File: config.mk
export PLATFORM = sky130hd
export DESIGN_NAME = csfsm_top
export DESIGN_NICKNAME = d
export VERILOG_FILES = /design/src/csfsm_pkg.sv /design/src/csfsm_top.sv
export SDC_FILE = /design/constraint.sdc
export NUM_CORES = 1
export LEC_CHECK = 0
export BUFFER_PORTS_ARGS = -buffer_cell sky130_fd_sc_hd__buf_4
export CORE_MARGIN = 1
export CORE_UTILIZATION = 53
export CTS_BUF_LIST = sky130_fd_sc_hd__clkbuf_4
export CTS_CLUSTER_DIAMETER = 30
export DETAILED_ROUTE_END_ITERATION = 12
export PLACE_DENSITY = 0.92
export SLEW_MARGIN = 20
export SYNTH_ARGS = -nofsm -noshare
export SYNTH_HDL_FRONTEND = slang
export SYNTH_SLANG_ARGS = --single-unit
File: constraint.sdc
create_clock -name pclk -period 1.9 [get_ports pclk]
set_input_delay 0.285 -clock pclk [delete_from_list [all_inputs] [get_ports pclk]]
set_output_delay 0.285 -clock pclk [all_outputs]
set_load 0.03 [all_outputs]
File: src/csfsm_pkg.sv
// Constants, register map and state type of the clock select and fail-safe monitor
// Contract
// - Status bit 5 shows running from external clock
// - Failure flagged only after start-up timer expiry
// - Strap enables monitor for every external mode
// - Sample clock is low-frequency oscillator over 64
// - Latch set by clock fall, cleared by sample rise
// - Failure when sample half-period passes without fall
// - Failure moves clock internal and sets flag
// - Interrupt while flag and enable both set
// - Stay internal until firmware switches back
// - Fallback frequency comes from frequency select field
// - Reset, sleep or source change clears condition
// - Source change restarts timer, expiry resumes external
// - Flag not clearable while condition persists
// - External clock and RC modes skip timer
// - Monitor enabled implies two-speed start-up
// - Strap PLL enable overrides software PLL bit
// - Frequency field decoding, reset value 0111
// - Source select 1x internal, 01 timer1, 00 strap
// - Status bit 7 timer1 ready or one
// - Locked and stable accuracy flags
// - Tuning field is a signed offset
// - Control bit 2 reads zero, ignores writes
// - Start-up timer counts 1024 oscillator cycles
package csfsm_pkg;
	localparam logic [7:0]  CTRL_OFFSET   = 8'h00;
	localparam logic [7:0]  STAT_OFFSET   = 8'h04;
	localparam logic [7:0]  TUNE_OFFSET   = 8'h08;
	localparam logic [7:0]  IRQF_OFFSET   = 8'h0c;
	localparam logic [7:0]  IRQE_OFFSET   = 8'h10;
	localparam logic [7:0]  CTRL_RESET    = 8'h38;
	localparam logic [5:0]  TUNE_RESET    = 6'h00;
	localparam int          CTRL_PLL_BIT  = 7;
	localparam int          CTRL_ZERO_BIT = 2;
	localparam int          IRQ_BIT       = 7;
	localparam logic [10:0] SU_LAST       = 11'h3ff;
	localparam logic [5:0]  DIV_HALF      = 6'h1f;
	localparam logic [5:0]  DIV_LAST      = 6'h3f;
	localparam logic [2:0]  FOSC_HS       = 3'h2;
	localparam logic [2:0]  FOSC_INTERNAL = 3'h4;
	localparam logic [1:0]  SRC_STRAP     = 2'h0;
	localparam logic [1:0]  SRC_TIMER1    = 2'h1;
	localparam logic [1:0]  SEL_INT       = 2'h0;
	localparam logic [1:0]  SEL_FOSC      = 2'h1;
	localparam logic [1:0]  SEL_T1        = 2'h2;
	localparam int          PIN_COUNT     = 15;

	typedef struct packed {
		logic [14:0] sync1;
		logic [14:0] sync2;
		logic        mon_prev;
		logic        lf_prev;
		logic [5:0]  div;
		logic        latch;
		logic        fail_raw;
		logic        fail_m1;
		logic        fail_m2;
		logic [10:0] su_cnt;
		logic        su_done;
		logic        fail_safe;
		logic        recover;
		logic        flag;
		logic        irq_en;
		logic        irq;
		logic [7:0]  ctrl;
		logic [5:0]  tune;
		logic [1:0]  sel;
		logic        pll_on;
		logic [31:0] prdata;
		logic        pready;
		logic        pslverr;
	} csfsm_state_type;
endpackage

File: src/csfsm_top.sv
// Clock source selection, fail-safe clock monitor and oscillator registers behind APB
//
// Our own choices: the register offsets and the APB register port.
`timescale 1ns/1ps
module csfsm_top
(
	input  wire logic        pclk,
	input  wire logic        presetn,
	input  wire logic        psel,
	input  wire logic        penable,
	input  wire logic        pwrite,
	input  wire logic [7:0]  paddr,
	input  wire logic [31:0] pwdata,
	output logic      [31:0] prdata,
	output logic             pready,
	output logic             pslverr,
	input  wire logic        ext_clk,
	input  wire logic        t1_clk,
	input  wire logic        lf_clk,
	input  wire logic        pll_rdy,
	input  wire logic        hf_rdy,
	input  wire logic        hf_lock,
	input  wire logic        hf_stab,
	input  wire logic        mf_rdy,
	input  wire logic        lf_rdy,
	input  wire logic        t1_rdy,
	input  wire logic        fail_monitor_enable,
	input  wire logic        config_pll_enable,
	input  wire logic [2:0]  cfg_fosc,
	input  wire logic        sleep_req,
	input  wire logic        timer1_osc_enable,
	output logic      [1:0]  sys_clk_sel,
	output logic      [3:0]  internal_freq_select,
	output logic      [5:0]  freq_trim,
	output logic             pll_on,
	output logic             osc_fail_irq
);
	csfsm_pkg::csfsm_state_type state_q;
	csfsm_pkg::csfsm_state_type state_d;

	logic       s_ext;
	logic       s_t1;
	logic       s_lf;
	logic       s_fcm;
	logic       s_plle;
	logic [2:0] s_fosc;
	logic       mon_clk;
	logic       mon_fall;
	logic       lf_rise;
	logic       samp_rise;
	logic       samp_fall;
	logic       crystal;
	logic       det_active;
	logic       ext_running;
	logic [7:0] stat;
	logic       wr;
	logic       rd_phase;
	logic [1:0] src_new;

	assign s_ext     = state_q.sync2[14];
	assign s_t1      = state_q.sync2[13];
	assign s_lf      = state_q.sync2[12];
	assign s_fcm     = state_q.sync2[4];
	assign s_plle    = state_q.sync2[3];
	assign s_fosc    = state_q.sync2[2:0];
	// Monitored source follows the selection so timer1 is watched too
	assign mon_clk   = (state_q.ctrl[1:0] == csfsm_pkg::SRC_TIMER1) ? s_t1 : s_ext;
	assign mon_fall  = state_q.mon_prev & ~mon_clk;
	assign lf_rise   = s_lf & ~state_q.lf_prev;
	assign samp_rise = lf_rise && (state_q.div == csfsm_pkg::DIV_HALF);
	assign samp_fall = lf_rise && (state_q.div == csfsm_pkg::DIV_LAST);
	assign crystal   = (s_fosc <= csfsm_pkg::FOSC_HS);
	assign det_active = s_fcm && state_q.su_done && !state_q.fail_safe
		&& (state_q.sel != csfsm_pkg::SEL_INT);
	assign ext_running = (state_q.sel == csfsm_pkg::SEL_FOSC);
	assign stat      = {timer1_osc_enable ? state_q.sync2[5] : 1'b1,
		state_q.sync2[11], ext_running, state_q.sync2[10], state_q.sync2[9],
		state_q.sync2[8], state_q.sync2[7], state_q.sync2[6]};
	assign rd_phase  = psel && penable && !state_q.pready;
	assign wr        = psel && penable && pwrite && state_q.pready;
	assign src_new   = pwdata[1:0];

	always_comb
	begin
		state_d = state_q;
		state_d.sync1 = {ext_clk, t1_clk, lf_clk, pll_rdy, hf_rdy, hf_lock, mf_rdy, lf_rdy, hf_stab,
			t1_rdy, fail_monitor_enable, config_pll_enable, cfg_fosc};
		state_d.sync2 = state_q.sync1;
		state_d.mon_prev = mon_clk;
		state_d.lf_prev = s_lf;
		if (lf_rise)
		begin
			state_d.div = state_q.div + 6'h01;
		end
		// Clear wins on a coincident edge: the sample edge opens a new window
		if (samp_rise)
		begin
			state_d.latch = 1'b0;
		end
		else if (mon_fall)
		begin
			state_d.latch = 1'b1;
		end
		state_d.fail_raw = samp_fall && !state_q.latch;
		state_d.fail_m1 = state_q.fail_raw;
		state_d.fail_m2 = state_q.fail_m1;
		if (state_q.fail_m2 && det_active)
		begin
			state_d.fail_safe = 1'b1;
		end

		// Start-up timer on the monitored oscillator
		if (!state_q.su_done)
		begin
			if (!crystal && state_q.ctrl[1:0] == csfsm_pkg::SRC_STRAP)
			begin
				state_d.su_done = 1'b1;
			end
			else if (mon_fall)
			begin
				state_d.su_cnt = state_q.su_cnt + 11'h001;
				if (state_q.su_cnt == csfsm_pkg::SU_LAST)
				begin
					state_d.su_done = 1'b1;
				end
			end
		end
		else if (state_q.recover)
		begin
			state_d.fail_safe = 1'b0;
			state_d.recover = 1'b0;
		end

		// APB register access, one wait state
		state_d.pready = rd_phase;
		state_d.pslverr = 1'b0;
		if (rd_phase)
		begin
			state_d.prdata = 32'h0000_0000;
			case (paddr)
				csfsm_pkg::CTRL_OFFSET: state_d.prdata[7:0] = state_q.ctrl;
				csfsm_pkg::STAT_OFFSET: state_d.prdata[7:0] = stat;
				csfsm_pkg::TUNE_OFFSET: state_d.prdata[5:0] = state_q.tune;
				csfsm_pkg::IRQF_OFFSET: state_d.prdata[csfsm_pkg::IRQ_BIT] = state_q.flag;
				csfsm_pkg::IRQE_OFFSET: state_d.prdata[csfsm_pkg::IRQ_BIT] = state_q.irq_en;
				default: state_d.pslverr = 1'b1;
			endcase
		end
		if (wr)
		begin
			case (paddr)
				csfsm_pkg::CTRL_OFFSET:
				begin
					state_d.ctrl = pwdata[7:0];
					state_d.ctrl[csfsm_pkg::CTRL_ZERO_BIT] = 1'b0;
					if (src_new != state_q.ctrl[1:0])
					begin
						state_d.su_cnt = 11'h000;
						state_d.su_done = 1'b0;
						state_d.fail_safe = state_d.fail_safe && !src_new[1];
						state_d.recover = !src_new[1];
					end
				end
				csfsm_pkg::TUNE_OFFSET: state_d.tune = pwdata[5:0];
				csfsm_pkg::IRQF_OFFSET:
				begin
					if (!pwdata[csfsm_pkg::IRQ_BIT] && !state_q.fail_safe)
					begin
						state_d.flag = 1'b0;
					end
				end
				csfsm_pkg::IRQE_OFFSET: state_d.irq_en = pwdata[csfsm_pkg::IRQ_BIT];
				default: state_d.flag = state_d.flag;
			endcase
		end
		// Sleep aborts start-up and drops the condition
		if (sleep_req)
		begin
			state_d.su_cnt = 11'h000;
			state_d.su_done = 1'b0;
			state_d.fail_safe = 1'b0;
			state_d.recover = 1'b0;
		end
		// Hardware set wins over a software clear in the same cycle
		if (state_q.fail_m2 && det_active)
		begin
			state_d.flag = 1'b1;
		end
		state_d.irq = state_q.flag && state_q.irq_en;

		// Two-speed start-up: internal until the timer runs out
		if (state_d.ctrl[1])
		begin
			state_d.sel = csfsm_pkg::SEL_INT;
		end
		else if (state_d.fail_safe || !state_d.su_done)
		begin
			state_d.sel = csfsm_pkg::SEL_INT;
		end
		else if (state_d.ctrl[1:0] == csfsm_pkg::SRC_TIMER1)
		begin
			state_d.sel = csfsm_pkg::SEL_T1;
		end
		else if (s_fosc == csfsm_pkg::FOSC_INTERNAL)
		begin
			state_d.sel = csfsm_pkg::SEL_INT;
		end
		else
		begin
			state_d.sel = csfsm_pkg::SEL_FOSC;
		end
		state_d.pll_on = s_plle || state_d.ctrl[csfsm_pkg::CTRL_PLL_BIT];
	end

	always_ff @(posedge pclk or negedge presetn)
	begin
		if (!presetn)
		begin
			state_q <= '0;
			state_q.ctrl <= csfsm_pkg::CTRL_RESET;
			state_q.tune <= csfsm_pkg::TUNE_RESET;
		end
		else
		begin
			state_q <= state_d;
		end
	end

	assign prdata               = state_q.prdata;
	assign pready               = state_q.pready;
	assign pslverr              = state_q.pslverr;
	assign sys_clk_sel          = state_q.sel;
	assign internal_freq_select = state_q.ctrl[6:3];
	assign freq_trim            = state_q.tune;
	assign pll_on               = state_q.pll_on;
	assign osc_fail_irq         = state_q.irq;
endmodule // csfsm_top

==> key figures, run 1 <==
Timing
  – Final setup fails: 0
  – Worst Max-Slew Pin Slew: 0.620 ns
  – Clock Skew: 0.0205 ns
  – Setup tns final: 0 ns
  – Max Slew Vio Count: 0
  – Hold Violations, Final: 0
  – RSZ-0062 raised after global routing: false
  – PnR worst setup slack: 0.0501 ns
  – Max Freq: 541 MHz
  – Final Cycle Share: 97.4%
  – Post-route minimum period: 1.85 ns
  – Worst rel slew slack: 58.6%

Synth
  – Simple-gate portion of the synthesized area: 13.9%
  – Gate Count Post-Synth: 318
  – Synthesized-area fraction occupied by xor and xnor cells: 4.05%
  – Top_reg_cell synth: dfrtp_1
  – Avg Inst Size Synth: 11.6 sq um
  – Cell type with the largest total area after synthesis: dfrtp_1
  – Synth top cells by count: dfrtp_1, buf_4, nor2_1
  – Asr flop ratio synth: 100%
  – Mux cell area share after synthesis: 5.95%
  – Largest family of logic cells by synthesized area: simple AND/OR/NAND/NOR gates
  – Count leader, synth: dfrtp_1
  – Post-Synth Adder-Cell Area: 0.680%
  – Synthesis-stage register bit count: 85
  – Area share of the largest cell type after synthesis: 55.8%
  – Synth Area in Compound Gates: 6.49%
  – Sequential share of the synthesized area: 57.9%
  – Top cells by area, synth: dfrtp_1, buf_4, mux2_2, xor2_1, nor2_1
  – Total number of yosys warnings: 0
  – Distinct cells, synth: 51
  – Post-synth EDFFs: 0
  – Netlist Area Pre-Place: 3680 sq um

Detailed routing
  – Vias: 2,467
  – Remaining antenna violation count after routing: 0
  – Vias per inst: 5.22
  – DRT Wirelength: 7.00 mm
  – DR iter-0 viols: 111
  – WL/cell: 14.8 um
  – Remaining routing DRC violations: 0
  – DRT Pass-1 Iters: 4

Critical path
  – Data arrival, critical path: 2.19 ns
  – Worst stage delay on the critical path: 0.40 ns
  – Worst setup path category: flip-flop to flip-flop
  – Crit-path slowest cell: or3_1
  – Critical path required time: 2.24 ns
  – Cell Chain, Critical Path: ha_1, nand3_1, nor4_2, a21boi_1, or3_1, a211oi_2
  – Crit path launch type: flip-flop
  – Crit Path Max Fanout: 3
  – Critical path endpoint category: flip-flop

Floorplanning
  – Initial Util: 54.5%
  – Core area: 6760 sq um
  – Die height: 85.3 um
  – Die W: 85.3 um
  – Rows: 30
  – I/O pins: 110
  – Die area: 7280 sq um

Clocking
  – Clk Tree Root Cell: clkbuf_4
  – H-tree depth: 3
  – CTS tree: built
  – Clk Latency, worst-skew pair: 0.43 ns
  – CTS sink cnt: 85
  – Clock transition at path regs: 0.14 ns
  – CTS buffer count: 9
  – Max clock buf depth: 2

Placed design
  – Port-buffer cells: 61
  – Final GP Congestion: 0.816
  – Post-DP Area: 4030 sq um
  – Worst Setup Slack post-DPL: -0.0102 ns
  – DP HPWL: 4.82 mm

Final layout
  – Synth-to-Final Area Change: 18.4%
  – Layout Utilization: 64.5%
  – Nets@finish: 452
  – Fillers: 512
  – Finished Cell Area: 4360 sq um
  – # diodes: 0
  – Layout cells sized above 1: 27.7%

Power and ir drop
  – PwrDens: 777 nW/um^2
  – Maximum VDD drop: 639 uV
  – Leakage: 2.15 nW

GRT
  – Initial antenna violation count: 0
  – Number of global-route vias before repair: 2,486
  – GRT Util Overall: 20.8%
  – Largest net degree at the start of global routing: 41
  – First-pass GRT wire length: 11.4 mm
  – Grt ovf: 0

Run
  – Max_cap viols: 0

Min path
  – Tightest Hold Check Type: input port to flip-flop

Outcome
  – Status: completed
[stage by stage]
stage               hold slack [ns]  total power [W]  instances
floorplan                   -0.0106          0.00225        341
global placement              0.182          0.00235        438
detailed placement            0.192          0.00238        438
CTS                          0.0636          0.00340        472
global route                 0.0690          0.00354        473
finish                       0.0774          0.00338        473
[where the power goes]
part | switching [W] | internal [W]
sequential | 0.0000754 | 0.00191
clock | 0.000597 | 0.000414
combinational | 0.000217 | 0.000171
total | 0.000889 | 0.00250
[critical path, delay by kind of cell, from the launching register on]
| kind | cells | cell delay, ns |
|---|---|---|
| AOI/OAI and AO/OA | 2 | 0.33 |
| and+or+nand+nor | 3 | 0.87 |
| adders and majority gates | 1 | 0.19 |
| DFF | 1 | 0.39 |
[final cells by class]
cell class / instances / area, sq um / area share (%)
Sequential cell: 85 / 2130 / 48.9
Multi-Input combinational cell: 196 / 1240 / 28.5
Timing Repair Buffer: 88 / 716 / 16.4
Tap cell: 80 / 100 / 2.30
Clock buffer: 10 / 75.1 / 1.72
Clock inverter: 6 / 63.8 / 1.47
Inverter: 8 / 30.0 / 0.689
[cells in the final DEF (no fill, tap or decap), types with 4 or more instances in the layout]
cell | netlist | layout
nor2b_1 | 5 | 5
xnor2_1 | 4 | 4
a21oi_1 | 10 | 10
buf_4 | 44 | 70
nor2_1 | 28 | 28
inv_1 | 8 | 8
dlygate4sd3_1 | 0 | 17
mux2i_1 | 8 | 8
mux2_2 | 11 | 11
xor2_1 | 13 | 13
conb_1 | 1 | 24
clkbuf_4 | 0 | 10
nand4_1 | 5 | 5
o31ai_1 | 6 | 6
o21ai_0 | 6 | 6
nand3_1 | 10 | 10
nand2_1 | 24 | 24
dfrtp_1 | 82 | 82
[logic make-up after synthesis]
family	after synthesis
simple gates	98
flops	85
buf+inv	60
compound gates	35
mux	20
xor+xnor	17
fa+ha+maj	2
other cells	1
[flip-flops by register name, indices dropped and copies added, names as in the netlist]
signal,flops
s_plle,1
s_lf,1
state_q,30
freq_trim,6
sys_clk_sel,2
pslverr,1
prdata,8
s_fosc,3
osc_fail_irq,1
stat,6
s_fcm,1
internal_freq_select,4
s_t1,1
pready,1
s_ext,1
pll_on,1
state_d,17
[repair_timing]
item,4_1_cts,5_1_grt
buffers inserted,1,1
hold endpoints to repair,36,0
resized for setup,1,1
endpoints found under the setup margin,1,1
hold buffers,17,0
[metal layers]
metal,global-route usage (%),vias to the layer above,part of all wire (%)
li1,-,1150,-
met3,5.16,9,5.3
met2,37.7,80,54
met4,8.18,0,1.3
met1,23.5,1228,39
met5,0,-,0
[final timing paths]
check,start,end,slack (ns),cells after the start
max in group asynchronous,presetn,internal_freq_select[1],0.98,3
worst max register to register,state_q[58],sys_clk_sel[0],0.05,6
worst min register to register,state_d[89],stat[3],0.36,0
worst min-delay path,pwdata[6],internal_freq_select[3],0.08,2
worst max-delay path,state_q[58],sys_clk_sel[0],0.05,6
min in group asynchronous,presetn,state_q[73],0.27,2
(Power assumes the default switching activity.)
==> run 2: changes to the inputs <==
--- a/config.mk
+++ b/config.mk
@@ -5,12 +5,13 @@
 export SDC_FILE = /design/constraint.sdc
 export NUM_CORES = 1
 export LEC_CHECK = 0
-export BUFFER_PORTS_ARGS = -buffer_cell sky130_fd_sc_hd__buf_4
+export BUFFER_PORTS_ARGS = -buffer_cell sky130_fd_sc_hd__buf_2
 export CORE_MARGIN = 1
 export CORE_UTILIZATION = 53
 export CTS_BUF_LIST = sky130_fd_sc_hd__clkbuf_4
 export CTS_CLUSTER_DIAMETER = 30
 export DETAILED_ROUTE_END_ITERATION = 12
+export GPL_TIMING_DRIVEN = 0
 export PLACE_DENSITY = 0.92
 export SLEW_MARGIN = 20
 export SYNTH_ARGS = -nofsm -noshare
==> run 2 against run 1 <==
- count of clock-buffer cells in the layout stayed put
- via count grew 3.6%
- routed wire length fell by 3.4%
- clock skew decreased by 0.0080 ns
- design area grew 3.3%
- non-clock buffer count grew 43
==> key figures, run 2 (synthesis gave the netlist of run 1 again) <==
Min path
  – Hold path depth: 2
  – Hold Path Origin: sleep_req
  – Tightest Hold Check Type: input port to flip-flop
  – Worst hold path endpoint: state_q[54]

Detailed routing
  – Vias per inst: 4.96
  – DR iter-0 viols: 96
  – Remaining antenna violation count after routing: 0
  – Remaining routing DRC violations: 0
  – DRT Pass-1 Iters: 4
  – Vias: 2,557
  – DRT Wirelength: 6.76 mm
  – WL/cell: 13.1 um

Critical path
  – R2r endpoint: sys_clk_sel[0]
  – Reg2Reg Launch Point: pready
  – Crit path launch type: flip-flop
  – Critical path required time: 2.24 ns
  – Worst Reg-to-Reg Cells: 6
  – Critical path endpoint category: flip-flop
  – Worst reg2reg setup slack: 0.10 ns
  – Worst setup path category: flip-flop to flip-flop
  – Crit Path Max Fanout: 5
  – Data arrival, critical path: 2.14 ns

Timing
  – Fin Hold WS: 0.0550 ns
  – Final setup fails: 0
  – Max Slew Vio Count: 0
  – Post-route minimum period: 1.80 ns
  – RSZ-0062 raised after global routing: false
  – Hold Violations, Final: 0
  – Clock Skew: 0.0124 ns
  – Worst rel slew slack: 59.7%
  – Worst Max-Slew Pin Slew: 0.596 ns
  – Final Cycle Share: 94.6%
  – Max Freq: 556 MHz

Floorplanning
  – Rows: 30
  – I/O pins: 110
  – Die area: 7280 sq um
  – Die height: 85.3 um
  – Die W: 85.3 um
  – Core area: 6760 sq um
  – Initial Util: 54.5%

GRT
  – GRT Util Overall: 19.9%
  – First-pass GRT wire length: 11.1 mm
  – Largest net degree at the start of global routing: 46
  – Number of global-route vias before repair: 2,522
  – Grt ovf: 0
  – Initial antenna violation count: 0

Final layout
  – Layout cells sized above 1: 35.1%
  – Most frequent cells in the layout: dfrtp_1, buf_2, buf_4, nor2_1
  – Largest register FFs: 30
  – # diodes: 0
  – Commonest non-fill, non-tap cell in the layout: dfrtp_1
  – Synth-to-Final Area Change: 22.3%
  – Layout Utilization: 66.6%
  – Largest reg by FF count: state_q
  – Finished Cell Area: 4500 sq um
  – Nets@finish: 495

Clocking
  – CTS sink cnt: 85
  – Clock transition at path regs: 0.13 ns
  – CTS buffer count: 9
  – H-tree depth: 3
  – Max clock buf depth: 2
  – Clk Latency, worst-skew pair: 0.41 ns
  – Clk Tree Root Cell: clkbuf_4
  – CTS tree: built

Placed design
  – Post-DP Area: 4190 sq um
  – Port-buffer cells: 61
  – DP HPWL: 4.97 mm
  – Final GP Congestion: 0.867

Power and ir drop
  – Maximum VDD drop: 539 uV
  – PwrDens: 724 nW/um^2
  – Leakage: 2.34 nW

Outcome
  – Status: completed

Run
  – Max_cap viols: 0
run 2: changes by cell type in the layout (fill, tap and decap cells not counted), sizes merged:
cell,before,now
clkbuf,10,14
bufinv,1,0
buf,71,111
dlygate4sd3,17,16
clkinv,4,5
clkinvlp,1,0
inv,8,9
run 2: area by class of cell:
| class | instances | area [sq um] |
|---|---|---|
| clock buffer | 10 | 75.1 |
| buffer | 52 | 372 |
| timing repair buffer | 79 | 495 |
| clock inverter | 6 | 40.0 |
| tap | 80 | 100 |
| inverter | 8 | 30.0 |
| fill | 506 | 2260 |
| multi-input combinational | 196 | 1260 |
| sequential | 85 | 2130 |
run 2: per-layer routing:
metal	wire length (um)	share of wire (%)	global-route usage, %	vias up
met5	0	0	0	-
met4	101	1.5	8.03	0
met3	243	3.6	3.70	12
met2	3580	53	35.8	70
met1	2840	42	23.6	1235
li1	-	-	-	1240
run 2: report_power, final:
| part | internal [W] | switching [W] | total, W |
|---|---|---|---|
| Clock | 0.000285 | 0.000593 | 0.000878 |
| Sequential | 0.00191 | 0.0000734 | 0.00198 |
| Combinational | 0.000176 | 0.000222 | 0.000398 |
run 2: worst max-delay path by stage:
stage | from | endpoint | slack (ns) | cells past startpoint
finish | pready | sys_clk_sel[0] | 0.10 | 6
global route | pready | pll_on | 0.03 | 6
CTS | state_q[57] | sys_clk_sel[0] | 0.006 | 6
detailed placement | paddr[1] | state_q[52] | -0.11 | 5
global placement | presetn | pll_on | -0.03 | 1
floorplan | pready | pll_on | 0.08 | 6
run 2: critical path, cell delays in order, from the launching register on:
cell and delay (ns):
dfrtp_1 0.37, and4_1 0.19, clkbuf_1 0.23, a41o_1 0.23, o211ai_1 0.12, or3_4 0.37, a211oi_2 0.21
run 2: through the flow:
step / setup WS, ns / power [W] / setup TNS (ns) / std cells
final: 0.102 / 0.00326 / 0 / 516
after floorplan: 0.0779 / 0.00225 / 0 / 341
after global routing: 0.0279 / 0.00341 / 0 / 516
after detailed placement: -0.110 / 0.00239 / -0.110 / 483
after global placement: -0.0261 / 0.00236 / -1.75 / 482
after CTS: 0.00643 / 0.00328 / 0 / 515
run 2: repair_timing:
action,4_1_cts,5_1_grt
gates resized for setup,0,6
hold buffers,16,0
buffers inserted,0,1
setup endpoints to repair,0,3
hold endpoints to repair,55,0
==> run 3: changes to the inputs <==
--- a/config.mk
+++ b/config.mk
@@ -5,8 +5,8 @@
 export SDC_FILE = /design/constraint.sdc
 export NUM_CORES = 1
 export LEC_CHECK = 0
-export BUFFER_PORTS_ARGS = -buffer_cell sky130_fd_sc_hd__buf_2
-export CORE_MARGIN = 1
+export BUFFER_PORTS_ARGS = -buffer_cell sky130_fd_sc_hd__clkbuf_2
+export CORE_MARGIN = 2
 export CORE_UTILIZATION = 53
 export CTS_BUF_LIST = sky130_fd_sc_hd__clkbuf_4
 export CTS_CLUSTER_DIAMETER = 30
==> run 3 against run 2 <==
- die area up 4.7%
- final cell count unchanged
- routed wire length up 4.8%
- design area up 0.56%
- power up 6.5%
- worst hold slack better by 0.0015 ns
- register-to-register slack better by 0.09 ns
==> key figures, run 3 (synthesis gave the netlist of run 1 again) <==
GRT
  – Number of global-route vias before repair: 2,600
  – First-pass GRT wire length: 11.7 mm
  – Largest net degree at the start of global routing: 47
  – Grt ovf: 0
  – Initial antenna violation count: 0
  – GRT Util Overall: 20.3%

Detailed routing
  – DR iter-0 viols: 144
  – DRT Wirelength: 7.08 mm
  – DRT Pass-1 Iters: 4
  – Remaining routing DRC violations: 0
  – Vias per inst: 5.01
  – Vias: 2,586
  – Remaining antenna violation count after routing: 0
  – WL/cell: 13.7 um

Timing
  – Post-route minimum period: 1.71 ns
  – Clock Skew: 0.0207 ns
  – Worst rel slew slack: 63.6%
  – Hold Violations, Final: 0
  – Final Cycle Share: 90.0%
  – Max Freq: 585 MHz
  – Max Slew Vio Count: 0
  – Setup tns final: 0 ns
  – RSZ-0062 raised after global routing: false
  – Final setup fails: 0
  – Worst Max-Slew Pin Slew: 0.546 ns

Critical path
  – Reg2Reg Launch Point: state_q[58]
  – Worst stage delay on the critical path: 0.40 ns
  – Worst setup path category: flip-flop to flip-flop
  – Worst reg2reg setup slack: 0.19 ns
  – R2r endpoint: sys_clk_sel[0]
  – Cell Chain, Critical Path: ha_1, nand3_1, nor4_2, a21boi_0, or3_1, a211oi_2
  – Critical path endpoint category: flip-flop
  – Crit-path slowest cell: dfrtp_1
  – Crit Path Max Fanout: 3
  – Worst Reg-to-Reg Cells: 6
  – Critical path required time: 2.26 ns
  – Data arrival, critical path: 2.07 ns
  – Crit path launch type: flip-flop

Final layout
  – Sequential Area: 2130 sq um
  – Commonest non-fill, non-tap cell in the layout: dfrtp_1
  – Multi-input gate area: 1240 sq um
  – Fillers: 487
  – Most frequent cells in the layout: dfrtp_1, clkbuf_2, buf_4, nor2_1
  – # diodes: 0
  – Largest register FFs: 30
  – Layout cells sized above 1: 34.4%
  – Layout Utilization: 67.0%
  – Nets@finish: 495
  – Largest reg by FF count: state_q
  – Synth-to-Final Area Change: 23.0%

Power and ir drop
  – PwrDens: 767 nW/um^2
  – Leakage: 2.34 nW
  – Maximum VDD drop: 699 uV

Min path
  – Hold path depth: 2
  – Hold Path Origin: pwdata[6]
  – Tightest Hold Check Type: input port to flip-flop
  – Worst hold path endpoint: internal_freq_select[3]

Floorplanning
  – Rows: 30
  – Initial Util: 54.5%
  – Die area: 7630 sq um
  – I/O pins: 110
  – Die height: 87.3 um
  – Die W: 87.3 um
  – Core area: 6760 sq um

Clocking
  – Max clock buf depth: 2
  – Clk Tree Root Cell: clkbuf_4
  – H-tree depth: 3
  – Clk Latency, worst-skew pair: 0.45 ns
  – CTS sink cnt: 85
  – Clock transition at path regs: 0.15 ns
  – CTS tree: built
  – CTS buffer count: 9

Placed design
  – Final GP Congestion: 0.803
  – Port-buffer cells: 61
  – DP HPWL: 4.91 mm

Run
  – Max_cap viols: 0

Outcome
  – Status: completed
## run 3: cell count changes in the layout (fill, tap and decap cells not counted), sizes merged
cell,previous run,this run
clkinv,5,2
bufinv,0,1
clkbuf,14,73
buf,111,50
dlygate4sd3,16,17
inv,9,11
clkinvlp,0,1
## run 3: worst max path at each step
| stage | startpoint | to | slack [ns] | cells after the start |
|---|---|---|---|---|
| 2_1_floorplan | pready | pll_on | 0.08 | 6 |
| 3_3_place_gp | presetn | state_d[83] | -0.20 | 1 |
| 3_5_place_dp | paddr[1] | state_q[52] | 0.04 | 5 |
| 4_1_cts | state_q[57] | sys_clk_sel[0] | 0.06 | 6 |
| 5_1_grt | state_q[57] | sys_clk_sel[0] | 0.01 | 6 |
| 6_report | state_q[58] | sys_clk_sel[0] | 0.19 | 6 |
## run 3: power breakdown
group / switching (W) / internal (W)
combinational: 0.000225 / 0.000176
clock: 0.000659 / 0.000424
sequential: 0.0000767 / 0.00191
total: 0.000961 / 0.00251
## run 3: per-stage QoR
stage | instance area, sq um | std cells | total power, W | hold WS, ns | setup WS (ns)
after global routing | 4520 | 516 | 0.00364 | 0.0422 | 0.0109
final | 4520 | 516 | 0.00347 | 0.0565 | 0.190
after global placement | 4170 | 482 | 0.00236 | 0.333 | -0.198
after CTS | 4510 | 516 | 0.00348 | 0.0493 | 0.0623
after detailed placement | 4190 | 483 | 0.00239 | 0.327 | 0.0380
after floorplan | 3770 | 341 | 0.00225 | -0.0106 | 0.0779
## run 3: critical path, delay by kind of cell, from the launching register on
family | cells | cell delay, ns
simple gates | 3 | 0.70
fa+ha+maj | 1 | 0.20
flops | 1 | 0.40
compound gates | 2 | 0.34
## run 3: per-layer routing
layer  wire [um]  GRT usage [%]  vias up  share of wire, %
li1            -              -     1238                 -
met1        2770           23.6     1220                39
met2        3740           35.5      103                53
met3         378           4.83       25               5.3
met4         196           9.09        0               2.8
met5           0              0        -                 0
## run 3: timing repair
action / in CTS / in global routing
buffers inserted: 0 / 1
hold buffers: 17 / 0
gates resized for setup: 0 / 1
setup endpoints to repair: 0 / 11
hold endpoints to repair: 55 / 0
## run 3: final cells by class
class                      instances  share of cell area [%]
sequential                        85                    47.1
multi-input combinational        196                    27.4
timing repair buffer              80                    11.2
buffer                            51                    8.13
tap                               80                    2.21
clock inverter                     7                    1.83
clock buffer                       9                    1.49
inverter                           8                   0.664
